### src/rtl/cme_pkg.sv
// Constants, field layouts and carrier types of the client mux block.
// Assumes one 10 MHz clock domain shared by the host lanes and the media framer.
package cme_pkg;
    // Widths and counts
    localparam int DATA_W = 32;
    localparam int CP_MAX = 4;
    localparam int SLOT_W = 2;
    localparam int CNT_W  = 3;
    localparam int CODE_W = 8;
    localparam int IRQ_W  = 3;
    localparam int ADDR_W = 8;

    // Register byte offsets
    localparam logic [ADDR_W-1:0] ADDR_CTRL  = 8'h00;
    localparam logic [ADDR_W-1:0] ADDR_CPCNT = 8'h04;
    localparam logic [ADDR_W-1:0] ADDR_TXREP = 8'h08;
    localparam logic [ADDR_W-1:0] ADDR_RXREP = 8'h0c;
    localparam logic [ADDR_W-1:0] ADDR_MCODE = 8'h10;
    localparam logic [ADDR_W-1:0] ADDR_HCODE = 8'h14;
    localparam logic [ADDR_W-1:0] ADDR_STAT  = 8'h18;
    localparam logic [ADDR_W-1:0] ADDR_CAP   = 8'h1c;
    localparam logic [ADDR_W-1:0] ADDR_ISTAT = 8'h20;
    localparam logic [ADDR_W-1:0] ADDR_IMASK = 8'h24;

    // Control field positions
    localparam int CTRL_NP_EN    = 0;
    localparam int CTRL_FORCE_SQ = 1;
    localparam int CTRL_AS_OFF   = 2;

    // Status field positions
    localparam int STAT_OVI_LSB = 0;
    localparam int STAT_SQ_LSB  = 4;
    localparam int STAT_LOS     = 8;
    localparam int STAT_CP_LSB  = 9;

    // Interrupt event positions
    localparam int IRQ_LOS    = 0;
    localparam int IRQ_FAIL   = 1;
    localparam int IRQ_STRUCT = 2;

    // Reset values
    localparam logic [CNT_W-1:0]  CPCNT_RST = 3'h1;
    localparam logic [CODE_W-1:0] CODE_RST  = 8'h00;
    localparam logic [2:0]        CAP_VAL   = 3'h7;

    // Replacement pattern seeds, combined with the interface code
    localparam logic [DATA_W-1:0] TX_REP_SEED = 32'h5a5a_0000;
    localparam logic [DATA_W-1:0] RX_REP_SEED = 32'h00a5_a500;

    // One word of the network signal with its slot marking
    typedef struct packed {
        logic              sof;
        logic              stuff;
        logic [SLOT_W-1:0] slot;
        logic [DATA_W-1:0] data;
    } cme_netw_s;

    // State of the top module apart from the reset synchroniser
    typedef struct packed {
        logic                          ack;
        logic [DATA_W-1:0]             prdata;
        logic                          pslverr;
        logic [2:0]                    ctrl;
        logic [CNT_W-1:0]              cp_cnt;
        logic [CNT_W-1:0]              cp_req;
        logic [CP_MAX-1:0]             txrep;
        logic [CP_MAX-1:0]             rxrep;
        logic [CODE_W-1:0]             mcode;
        logic [CODE_W-1:0]             hcode;
        logic [IRQ_W-1:0]              istat;
        logic [IRQ_W-1:0]              imask;
        logic [SLOT_W-1:0]             tx_slot;
        cme_netw_s                     ntx;
        logic                          ntx_valid;
        logic [SLOT_W-1:0]             rx_slot;
        logic [CP_MAX-1:0][DATA_W-1:0] hrx_data;
        logic [CP_MAX-1:0]             hrx_valid;
        logic [CP_MAX-1:0]             hrx_sq;
        logic [CP_MAX-1:0]             ovi;
        logic                          los_m;
        logic                          los_s;
        logic                          los_prev;
        logic [CP_MAX-1:0]             fail_prev;
    } cme_state_s;
endpackage

### src/rtl/cme_top.sv
// Client encapsulation data plane: N:1 / 1:1 mapping, replacement and squelch.
// Assumes host lanes and media framer run on clock; only the loss-of-signal pin is asynchronous.
//
// The implementer's own choices: register access over APB and the placing of the registers.
`timescale 1ns/100ps

// Function
// - Several host signals go into the network payload in one fixed slot order set by the structure.
// - With one connection point the single host signal fills every payload slot.
// - Empty slots are filled with stuff words so host and network rates may differ.
// - Once provisioned the network output runs every cycle regardless of host presence.
// - A structure change takes effect only at a slot-cycle boundary and leaves untouched lanes running.
// - An enabled Tx replacement puts a generated word into that connection point instead of host data.
// - Tx replacement words are formatted from the media interface code.
// - An enabled Rx replacement drives a generated stream built from the host interface code.
// - Lanes carrying an Rx replacement show their output-valid indicator set.
// - Host-side defects never squelch the Tx network output.
// - A forced squelch from software still silences the Tx network output.
// - Rx host outputs squelch automatically on network loss of signal or on a host path failure.
// - Rx auto-squelch is on by default, can be turned off, and a capability bit advertises that.
// - Rx replacement wins over any squelch condition.
// - Host lane i always feeds connection point i; there is no routing.
// - All host lanes share one word width and slot rate.
module cme_top
    import cme_pkg::*;
(
    input  wire logic                          clock,
    input  wire logic                          rstn,
    input  wire logic [ADDR_W-1:0]             paddr,
    input  wire logic                          psel,
    input  wire logic                          penable,
    input  wire logic                          pwrite,
    input  wire logic [DATA_W-1:0]             pwdata,
    input  wire logic [3:0]                    pstrb,
    output logic      [DATA_W-1:0]             prdata,
    output logic                               pready,
    output logic                               pslverr,
    input  wire logic [CP_MAX-1:0][DATA_W-1:0] host_tx_data,
    input  wire logic [CP_MAX-1:0]             host_tx_valid,
    output logic      [CP_MAX-1:0]             host_tx_ready,
    output cme_netw_s                          net_tx,
    output logic                               net_tx_valid,
    input  wire cme_netw_s                     net_rx,
    input  wire logic                          net_rx_valid,
    input  wire logic                          net_los_pin,
    input  wire logic [CP_MAX-1:0]             host_rx_fail,
    output logic      [CP_MAX-1:0][DATA_W-1:0] host_rx_data,
    output logic      [CP_MAX-1:0]             host_rx_valid,
    output logic      [CP_MAX-1:0]             host_rx_squelch,
    output logic      [CP_MAX-1:0]             rx_output_valid_indicator,
    output logic                               rx_autosquelch_off_capable,
    output logic                               irq
);

    cme_state_s        s_reg;
    cme_state_s        s_next;
    logic [1:0]        rst_q;
    logic              rst_n_i;
    logic [DATA_W-1:0] bmask;
    logic              acc;
    logic              wr_go;
    logic              mapped;
    logic              rd_only;
    logic [DATA_W-1:0] rd_val;
    logic [CNT_W-1:0]  slot_inc;
    logic              tx_wrap;
    logic [SLOT_W-1:0] rx_idx;
    logic [CNT_W-1:0]  rx_inc;
    logic [CNT_W-1:0]  wr_cp;
    logic [IRQ_W-1:0]  ev;
    logic              sq_cond;
    logic              word_here;
    logic [DATA_W-1:0] tx_rep_word;
    logic [DATA_W-1:0] rx_rep_word;

    // Merge written bytes over an old value
    function automatic logic [DATA_W-1:0] merge(input logic [DATA_W-1:0] old_v,
                                                input logic [DATA_W-1:0] new_v,
                                                input logic [DATA_W-1:0] m);
        merge = (old_v & ~m) | (new_v & m);
    endfunction

    // Reset release through two flops
    always_ff @(posedge clock or negedge rstn) begin
        if (!rstn) begin
            rst_q <= 2'h0;
        end else begin
            rst_q <= {rst_q[0], 1'b1};
        end
    end
    assign rst_n_i = rst_q[1];

    // Byte-lane mask from the strobes
    always_comb begin
        for (int b = 0; b < 4; b++) begin
            bmask[b*8 +: 8] = {8{pstrb[b]}};
        end
    end

    // Replacement words follow the selected interface codes
    assign tx_rep_word = TX_REP_SEED ^ {4{s_reg.mcode}};
    assign rx_rep_word = RX_REP_SEED ^ {4{s_reg.hcode}};

    // Bus decode
    assign acc     = psel & penable;
    assign wr_go   = acc & pwrite & s_reg.ack;
    assign mapped  = (paddr <= ADDR_IMASK) && (paddr[1:0] == 2'h0);
    assign rd_only = (paddr == ADDR_STAT) || (paddr == ADDR_CAP);
    assign wr_cp   = (pwdata[CNT_W-1:0] == 3'h0) ? 3'h1 :
                     (pwdata[CNT_W-1:0] > CNT_W'(CP_MAX)) ? CNT_W'(CP_MAX) : pwdata[CNT_W-1:0];

    // Read multiplexer
    always_comb begin
        rd_val = '0;
        unique case (paddr)
            ADDR_CTRL:  rd_val[2:0]        = s_reg.ctrl;
            ADDR_CPCNT: rd_val[CNT_W-1:0]  = s_reg.cp_req;
            ADDR_TXREP: rd_val[CP_MAX-1:0] = s_reg.txrep;
            ADDR_RXREP: rd_val[CP_MAX-1:0] = s_reg.rxrep;
            ADDR_MCODE: rd_val[CODE_W-1:0] = s_reg.mcode;
            ADDR_HCODE: rd_val[CODE_W-1:0] = s_reg.hcode;
            ADDR_STAT: begin
                rd_val[STAT_OVI_LSB +: CP_MAX] = s_reg.ovi;
                rd_val[STAT_SQ_LSB +: CP_MAX]  = s_reg.hrx_sq;
                rd_val[STAT_LOS]               = s_reg.los_s;
                rd_val[STAT_CP_LSB +: CNT_W]   = s_reg.cp_cnt;
            end
            ADDR_CAP:   rd_val[2:0]        = CAP_VAL;
            ADDR_ISTAT: rd_val[IRQ_W-1:0]  = s_reg.istat;
            ADDR_IMASK: rd_val[IRQ_W-1:0]  = s_reg.imask;
            default:    rd_val             = '0;
        endcase
    end

    // Slot sequencing helpers
    assign slot_inc = {1'b0, s_reg.tx_slot} + CNT_W'(1);
    assign tx_wrap  = slot_inc >= s_reg.cp_cnt;
    assign rx_idx   = net_rx.sof ? SLOT_W'(0) : s_reg.rx_slot;
    assign rx_inc   = {1'b0, rx_idx} + CNT_W'(1);

    // Host lanes are taken only in their own slot, or always when replaced
    always_comb begin
        for (int i = 0; i < CP_MAX; i++) begin
            host_tx_ready[i] = s_reg.txrep[i] |
                               (s_reg.ctrl[CTRL_NP_EN] && (s_reg.tx_slot == SLOT_W'(i))
                                && (CNT_W'(i) < s_reg.cp_cnt));
        end
    end

    // Next state
    always_comb begin
        s_next       = s_reg;
        ev           = '0;
        sq_cond      = 1'b0;
        word_here    = 1'b0;

        // Bus access: read data captured in the first access cycle, write data and answer in the second
        s_next.ack = acc & ~s_reg.ack;
        if (acc && !s_reg.ack) begin
            s_next.prdata  = pwrite ? '0 : rd_val;
            s_next.pslverr = ~mapped;
        end
        if (wr_go && mapped && !rd_only) begin
            unique case (paddr)
                ADDR_CTRL:  s_next.ctrl  = 3'(merge({29'h0, s_reg.ctrl}, pwdata, bmask));
                ADDR_CPCNT: begin
                    if (pstrb[0]) begin
                        s_next.cp_req = wr_cp;
                    end
                end
                ADDR_TXREP: s_next.txrep = CP_MAX'(merge({28'h0, s_reg.txrep}, pwdata, bmask));
                ADDR_RXREP: s_next.rxrep = CP_MAX'(merge({28'h0, s_reg.rxrep}, pwdata, bmask));
                ADDR_MCODE: s_next.mcode = CODE_W'(merge({24'h0, s_reg.mcode}, pwdata, bmask));
                ADDR_HCODE: s_next.hcode = CODE_W'(merge({24'h0, s_reg.hcode}, pwdata, bmask));
                ADDR_IMASK: s_next.imask = IRQ_W'(merge({29'h0, s_reg.imask}, pwdata, bmask));
                default:    s_next.imask = s_reg.imask;
            endcase
        end

        // Tx slot counter runs freely so the structure is always paced
        s_next.tx_slot = tx_wrap ? SLOT_W'(0) : slot_inc[SLOT_W-1:0];
        if (tx_wrap && (s_reg.cp_req != s_reg.cp_cnt)) begin
            s_next.cp_cnt   = s_reg.cp_req;
            ev[IRQ_STRUCT] = 1'b1;
        end

        // Tx network word: replacement, host data or stuffing
        s_next.ntx.slot  = s_reg.tx_slot;
        s_next.ntx.sof   = (s_reg.tx_slot == SLOT_W'(0));
        s_next.ntx.stuff = 1'b0;
        if (s_reg.txrep[s_reg.tx_slot]) begin
            s_next.ntx.data = tx_rep_word;
        end else if (host_tx_valid[s_reg.tx_slot]) begin
            s_next.ntx.data = host_tx_data[s_reg.tx_slot];
        end else begin
            s_next.ntx.data  = '0;
            s_next.ntx.stuff = 1'b1;
        end
        // Only the enable and a forced squelch gate the output; host defects are ignored here
        s_next.ntx_valid = s_reg.ctrl[CTRL_NP_EN] & ~s_reg.ctrl[CTRL_FORCE_SQ];

        // Rx demap slot tracking, resynchronised on start of frame
        if (net_rx_valid) begin
            s_next.rx_slot = (rx_inc >= s_reg.cp_cnt) ? SLOT_W'(0) : rx_inc[SLOT_W-1:0];
        end

        // Loss of signal through two flops, then edge detect
        s_next.los_m     = net_los_pin;
        s_next.los_s     = s_reg.los_m;
        s_next.los_prev  = s_reg.los_s;
        s_next.fail_prev = host_rx_fail;
        ev[IRQ_LOS]      = s_reg.los_s & ~s_reg.los_prev;
        ev[IRQ_FAIL]     = |(host_rx_fail & ~s_reg.fail_prev);

        // Per-lane Rx output selection
        for (int i = 0; i < CP_MAX; i++) begin
            sq_cond   = ~s_reg.ctrl[CTRL_AS_OFF] & (s_reg.los_s | host_rx_fail[i]);
            word_here = net_rx_valid && (rx_idx == SLOT_W'(i)) && (CNT_W'(i) < s_reg.cp_cnt);
            s_next.hrx_valid[i] = 1'b0;
            if (s_reg.rxrep[i]) begin
                // Replacement beats any squelch condition
                s_next.hrx_sq[i] = 1'b0;
                s_next.ovi[i]    = 1'b1;
                if (s_reg.tx_slot == SLOT_W'(i)) begin
                    s_next.hrx_data[i]  = rx_rep_word;
                    s_next.hrx_valid[i] = 1'b1;
                end
            end else if (sq_cond || (CNT_W'(i) >= s_reg.cp_cnt)) begin
                s_next.hrx_sq[i]   = 1'b1;
                s_next.ovi[i]      = 1'b0;
                s_next.hrx_data[i] = '0;
            end else begin
                s_next.hrx_sq[i] = 1'b0;
                s_next.ovi[i]    = ~s_reg.los_s & ~host_rx_fail[i];
                if (word_here && !net_rx.stuff) begin
                    s_next.hrx_data[i]  = net_rx.data;
                    s_next.hrx_valid[i] = 1'b1;
                end
            end
        end

        // Sticky events: a new event wins over a write-one clear
        s_next.istat = s_reg.istat;
        if (wr_go && (paddr == ADDR_ISTAT) && pstrb[0]) begin
            s_next.istat = s_reg.istat & ~pwdata[IRQ_W-1:0];
        end
        s_next.istat = s_next.istat | ev;
    end

    // State register
    always_ff @(posedge clock or negedge rst_n_i) begin
        if (!rst_n_i) begin
            s_reg        <= '0;
            s_reg.cp_cnt <= CPCNT_RST;
            s_reg.cp_req <= CPCNT_RST;
            s_reg.mcode  <= CODE_RST;
            s_reg.hcode  <= CODE_RST;
            s_reg.hrx_sq <= '1;
        end else begin
            s_reg <= s_next;
        end
    end

    // Outputs
    assign prdata                     = s_reg.prdata;
    assign pready                     = s_reg.ack;
    assign pslverr                    = s_reg.ack & s_reg.pslverr;
    assign net_tx                     = s_reg.ntx;
    assign net_tx_valid               = s_reg.ntx_valid;
    assign host_rx_data               = s_reg.hrx_data;
    assign host_rx_valid              = s_reg.hrx_valid;
    assign host_rx_squelch            = s_reg.hrx_sq;
    assign rx_output_valid_indicator  = s_reg.ovi;
    assign rx_autosquelch_off_capable = CAP_VAL[0];
    assign irq                        = |(s_reg.istat & s_reg.imask);

endmodule

### config.mk
export PLATFORM = sky130hd
export DESIGN_NAME = cme_top
export DESIGN_NICKNAME = d
export VERILOG_FILES = /design/src/rtl/cme_pkg.sv /design/src/rtl/cme_top.sv
export SDC_FILE = /design/constraint.sdc
export NUM_CORES = 1
export LEC_CHECK = 0
export BUFFER_PORTS_ARGS = -buffer_cell sky130_fd_sc_hd__buf_4
export CORE_MARGIN = 8
export CORE_UTILIZATION = 51
export CTS_CLUSTER_DIAMETER = 200
export DETAILED_ROUTE_END_ITERATION = 7
export GPL_TIMING_DRIVEN = 0
export PLACE_DENSITY = 0.8
export SLEW_MARGIN = 20
export SYNTH_ARGS = -nofsm -noshare
export SYNTH_HDL_FRONTEND = slang
export SYNTH_SLANG_ARGS = --single-unit
### constraint.sdc
create_clock -name clock -period 10.3 [get_ports clock]
set_input_delay 1.545 -clock clock [delete_from_list [all_inputs] [get_ports clock]]
set_output_delay 1.545 -clock clock [all_outputs]
set_load 0.02 [all_outputs]
# After elaboration in Yosys (flattened, before gate mapping)

Cells that the tools add are included.

Logic and storage cells: 248
Output and inout bits: 217
Bits in registers: 263
Input port bits: 223

Bitwise logic cells: 55
$add $sub $neg: 2
Multiplexer cells: 70
Equal/unequal tests: 20
Reductions and logical operators: 57
$lt $le $gt $ge: 13

Operator list:

| kind                                                                              | number |
|---|---|
| 32-bit two-way mux                                                                | 19 |
| 32-bit binary-select mux with 2-bit select                                        | 1 |
| 1-bit two-way mux                                                                 | 37 |
| 8-bit by 5-bit equality test with 1-bit output (second input constant)            | 4 |
| 3-bit one-hot mux with 10 select lines                                            | 1 |
| 1-bit logical AND                                                                 | 27 |
| 8-bit AND                                                                         | 3 |
| 8-bit inverter                                                                    | 3 |
| 2-bit AND reduction                                                               | 10 |
| 8-bit by 4-bit equality test with 1-bit output (second input constant)            | 2 |
| 8-bit by 6-bit equality test with 1-bit output (second input constant)            | 2 |
| 8-bit OR                                                                          | 2 |
| 1-bit AND                                                                         | 15 |
| 3-bit AND                                                                         | 4 |
| 4-bit AND                                                                         | 3 |
| 12-bit two-way mux                                                                | 1 |
| 4-bit one-hot mux with 3 select lines                                             | 1 |
| 3-bit nonzero test                                                                | 4 |
| 1-bit inverter                                                                    | 10 |
| 3-bit two-way mux                                                                 | 3 |
| 3-bit OR                                                                          | 3 |
| 2-bit equality test (second input constant)                                       | 4 |
| 8-bit by 3-bit equality test with 1-bit output (second input constant)            | 1 |
| 8-bit by 6-bit less-or-equal comparator with 1-bit output (second input constant) | 1 |
| other kinds (27)                                                                  | 56 |

# Depth between registers and ports, before layout

Depth after elaboration: 8
Gate-level depth with buffers: 9
Mapped depth without buffers: 7

# Worst setup path before layout

Ideal clock, no wire load.

Path kind: register to output
Start: register s_reg, in the netlist s_next[183]
End: output port host_tx_ready[0]
Path buffers: 2
Stages on the path, launching flop included: 6
Setup slack: 7,132 ps
Data required time: 8,755 ps
Arrival: 1,623 ps
Path through: dfrtp_1 -> clkbuf_1 -> clkbuf_1 -> inv_1 -> ha_1 -> a31o_2

RTL lines:

| what                   | RTL line       | source |
|---|---|---|
| from (decl)            | cme_top.sv:55  | `cme_state_s s_reg;` |
| from (signal assigned) | cme_top.sv:260 | `s_reg <= s_next;` |
| to (decl)              | cme_top.sv:40  | `output logic [CP_MAX-1:0] host_tx_ready,` |

==> run metrics <==
Final Max Tran Viols=0; Worst Path Arrival=2.93 ns; count leader, synth=dfrtp_1; Async S/R FF share, synth=1.00; dpl cell area=16,500 um^2; ant diodes=0; synth top area cells=dfrtp_1 45%, buf_4 12%, mux4_2 5.7%, nor3_1 4.4%, nor2_1 3.7%; DRT Pass-1 Iters=5; FF-to-FF setup slack=6.92 ns; antenna violations before repair=0; Worst-Margin Slew=0.824 ns; Final Hold Fails=0; Num Clock Sinks=243; CTS tree=done; sequential fraction of the synthesis area=0.467; clk_lat worst skew=0.53 ns; maximum vdd drop=105 uV; TritonCTS Buffers=26; Starting Density=0.518; Core ar.=25,200 um^2; fraction of layout cells with a size suffix above 1=0.430; PwrDens=132 nW/um^2; Synth area leader=dfrtp_1; vias in the first global route=11,971; Vert. Die Dim=176 um; die area=31,000 um^2; fin nets=1,987; setup bufs post-CTS=0; slack of the critical path=5.82 ns; number of flops mapped to enable cells by yosys=0; standard-cell row count=58; Leakage=8.70 nW; yosys warns=0; share of Yosys cell area claimed by the top area cell type=0.455; area grow syn2layout=33.1%; TNS Setup=0 ns; largest net degree at the start of global routing=60; Buf+Inv Stages, Crit Path=4; antenna-violating nets left=0; Period minus WS final=4.48 ns; crit-path max FO=10; CP delay by family, top=buffers and inverters; f_max=0.223 GHz; Reg clk slew, reported paths=0.06 ns; initial DRC count=1,364; post-DR wirelength/cell=22.9 um; GRT Residual Overflow=0; global-route wire length before repair=72.1 mm; detailed-route DRC error count=0; die width=176 um; Tcrit/Tclk final=0.435; # port buffers=384; Mapped Avg Cell Area=9.89 um^2; post-synthesis cell type count=72; final wirelength=48.3 mm; Syn Inst Count=1,319; CTS Buffer Depth=3; Setup WS pre-CTS=6.35 ns; Placer Congestion=0.928; Primary FF master, synth=dfrtp_1; Slowest Stage Delay on Critical Path=0.54 ns; Slowest cell on crit path=clkbuf_1; post-route cell area=17,400 um^2; status=completed; vias=11,857; IO Count=440; final design utilization=0.689; RSZ-0062 raised after global routing=false; Hold WC Path Type=reg2async; worst setup path class=reg2out; crit-path most repeated cell=clkbuf_1; skew final=0.0138 ns; Vias/cell=5.63; all-layer global routing usage=0.300; Rel. slew slack=0.443; CTS HTree Levels=1; total power=0.00229 W; MaxCap Viol Count=0; synth cell count leaders=237 x dfrtp_1, 210 x buf_4, 129 x nor2_1, 116 x nor3_1, 89 x a21oi_1; endpoints failing setup=0; DP Wirelength=38.6 mm; number of gates resized after CTS=0; WP data required=8.76 ns; clk root buf=clkbuf_16; CP cell instances=clkbuf_1 -> clkbuf_1 -> inv_1 -> ha_1 -> a31o_2 -> buf_4; CP Capture Type=primary output; Syn Std Cell Area=13,000 um^2; Worst setup SP type=register; Yosys reg bits=243; # hold bufs at CTS=0
-- cells in the final DEF, fill, tap and decap left out, types with 8 or more instances in the layout --
| master | synthesis | routed |
|---|---|---|
| conb_1 | 2 | 22 |
| buf_2 | 27 | 27 |
| ha_1 | 9 | 9 |
| mux2_2 | 34 | 34 |
| a22oi_1 | 20 | 20 |
| a2111oi_1 | 11 | 11 |
| a21oi_1 | 89 | 89 |
| nor2b_1 | 9 | 9 |
| and2_1 | 12 | 12 |
| clkbuf_16 | 0 | 26 |
| mux4_2 | 33 | 33 |
| a21o_1 | 8 | 8 |
| nor2_1 | 129 | 129 |
| clkbuf_1 | 38 | 48 |
| clkbuf_8 | 0 | 8 |
| o21ai_0 | 78 | 78 |
| dfrtp_1 | 237 | 236 |
| inv_1 | 48 | 48 |
| o22ai_1 | 14 | 14 |
| mux2i_1 | 10 | 10 |
| o21ai_1 | 14 | 14 |
| buf_4 | 210 | 594 |
| nand2_1 | 72 | 72 |
| nor3_1 | 116 | 116 |
-- power by group --
part	leakage, nW	switching [W]	internal, W
sequential	3.21	0.0000270	0.000990
combinational	5.08	0.000198	0.000175
clock	0.408	0.000377	0.000525
-- metrics by stage --
step                cells  hold slack, ns
detailed placement   2057           0.285
CTS                  2105           0.289
global route         2105           0.310
global placement     2053           0.333
finish               2105           0.273
floorplan            1339           0.331
-- cell type report --
| class | count | area [um^2] |
|---|---|---|
| tap | 330 | 413 |
| timing repair buffer | 388 | 2990 |
| fill | 2035 | 7820 |
| clock buffer | 44 | 798 |
| sequential | 243 | 6090 |
| buffer | 282 | 1900 |
| clock inverter | 4 | 31.3 |
| inverter | 51 | 191 |
| multi-input combinational | 763 | 4950 |
-- worst register-to-register path, stage by stage, from the launching register on --
cell       delay (ns)
dfrtp_1          0.45
clkbuf_1         0.45
clkbuf_1         0.54
inv_1            0.21
ha_1             0.33
nand2_1          0.39
o31a_4           0.28
buf_6            0.15
nor3_1           0.05
a2111oi_1        0.40
-- layer usage --
metal / vias to the layer above / track usage / wire, um
met5: - / 0 / 0
met4: 0 / 0.104 / 1710
met3: 116 / 0.0664 / 4770
met2: 745 / 0.479 / 22600
met1: 5765 / 0.401 / 19100
li1: 5231 / - / -
-- kinds of logic after synthesis --
family | count (synthesis) | share of synthesized area
flip-flops | 243 | 0.467
adder cells (fa/ha/maj) | 9 | 0.00863
multiplexers | 77 | 0.0940
AO/OA/AOI/OAI | 271 | 0.131
AND/OR/NAND/NOR | 380 | 0.137
buffers and inverters | 333 | 0.160
XOR/XNOR | 4 | 0.00269
other | 2 | 0.000576
-- path summary, 6_finish.rpt --
kind | start | endpoint | cells after the start
worst max-delay path | s_next[183]$_DFF_PN0_ | host_tx_ready[0] | 6
worst min-delay path | rst_q[1]$_DFF_PN0_ | host_rx_data[96]$_DFFE_PN0P_ | 0
worst max register to register | s_next[183]$_DFF_PN0_ | host_rx_data[21]$_DFFE_PN0P_ | 9
worst min register to register | rst_q[1]$_DFF_PN0_ | host_rx_data[96]$_DFFE_PN0P_ | 0
max in group asynchronous | rst_q[1]$_DFF_PN0_ | host_rx_squelch[0]$_DFF_PN1_ | 3
min in group clock | s_next[5]$_DFF_PN0_ | s_next[4]$_DFF_PN0_ | 0
Note: power is estimated with default switching activity, not from simulation.
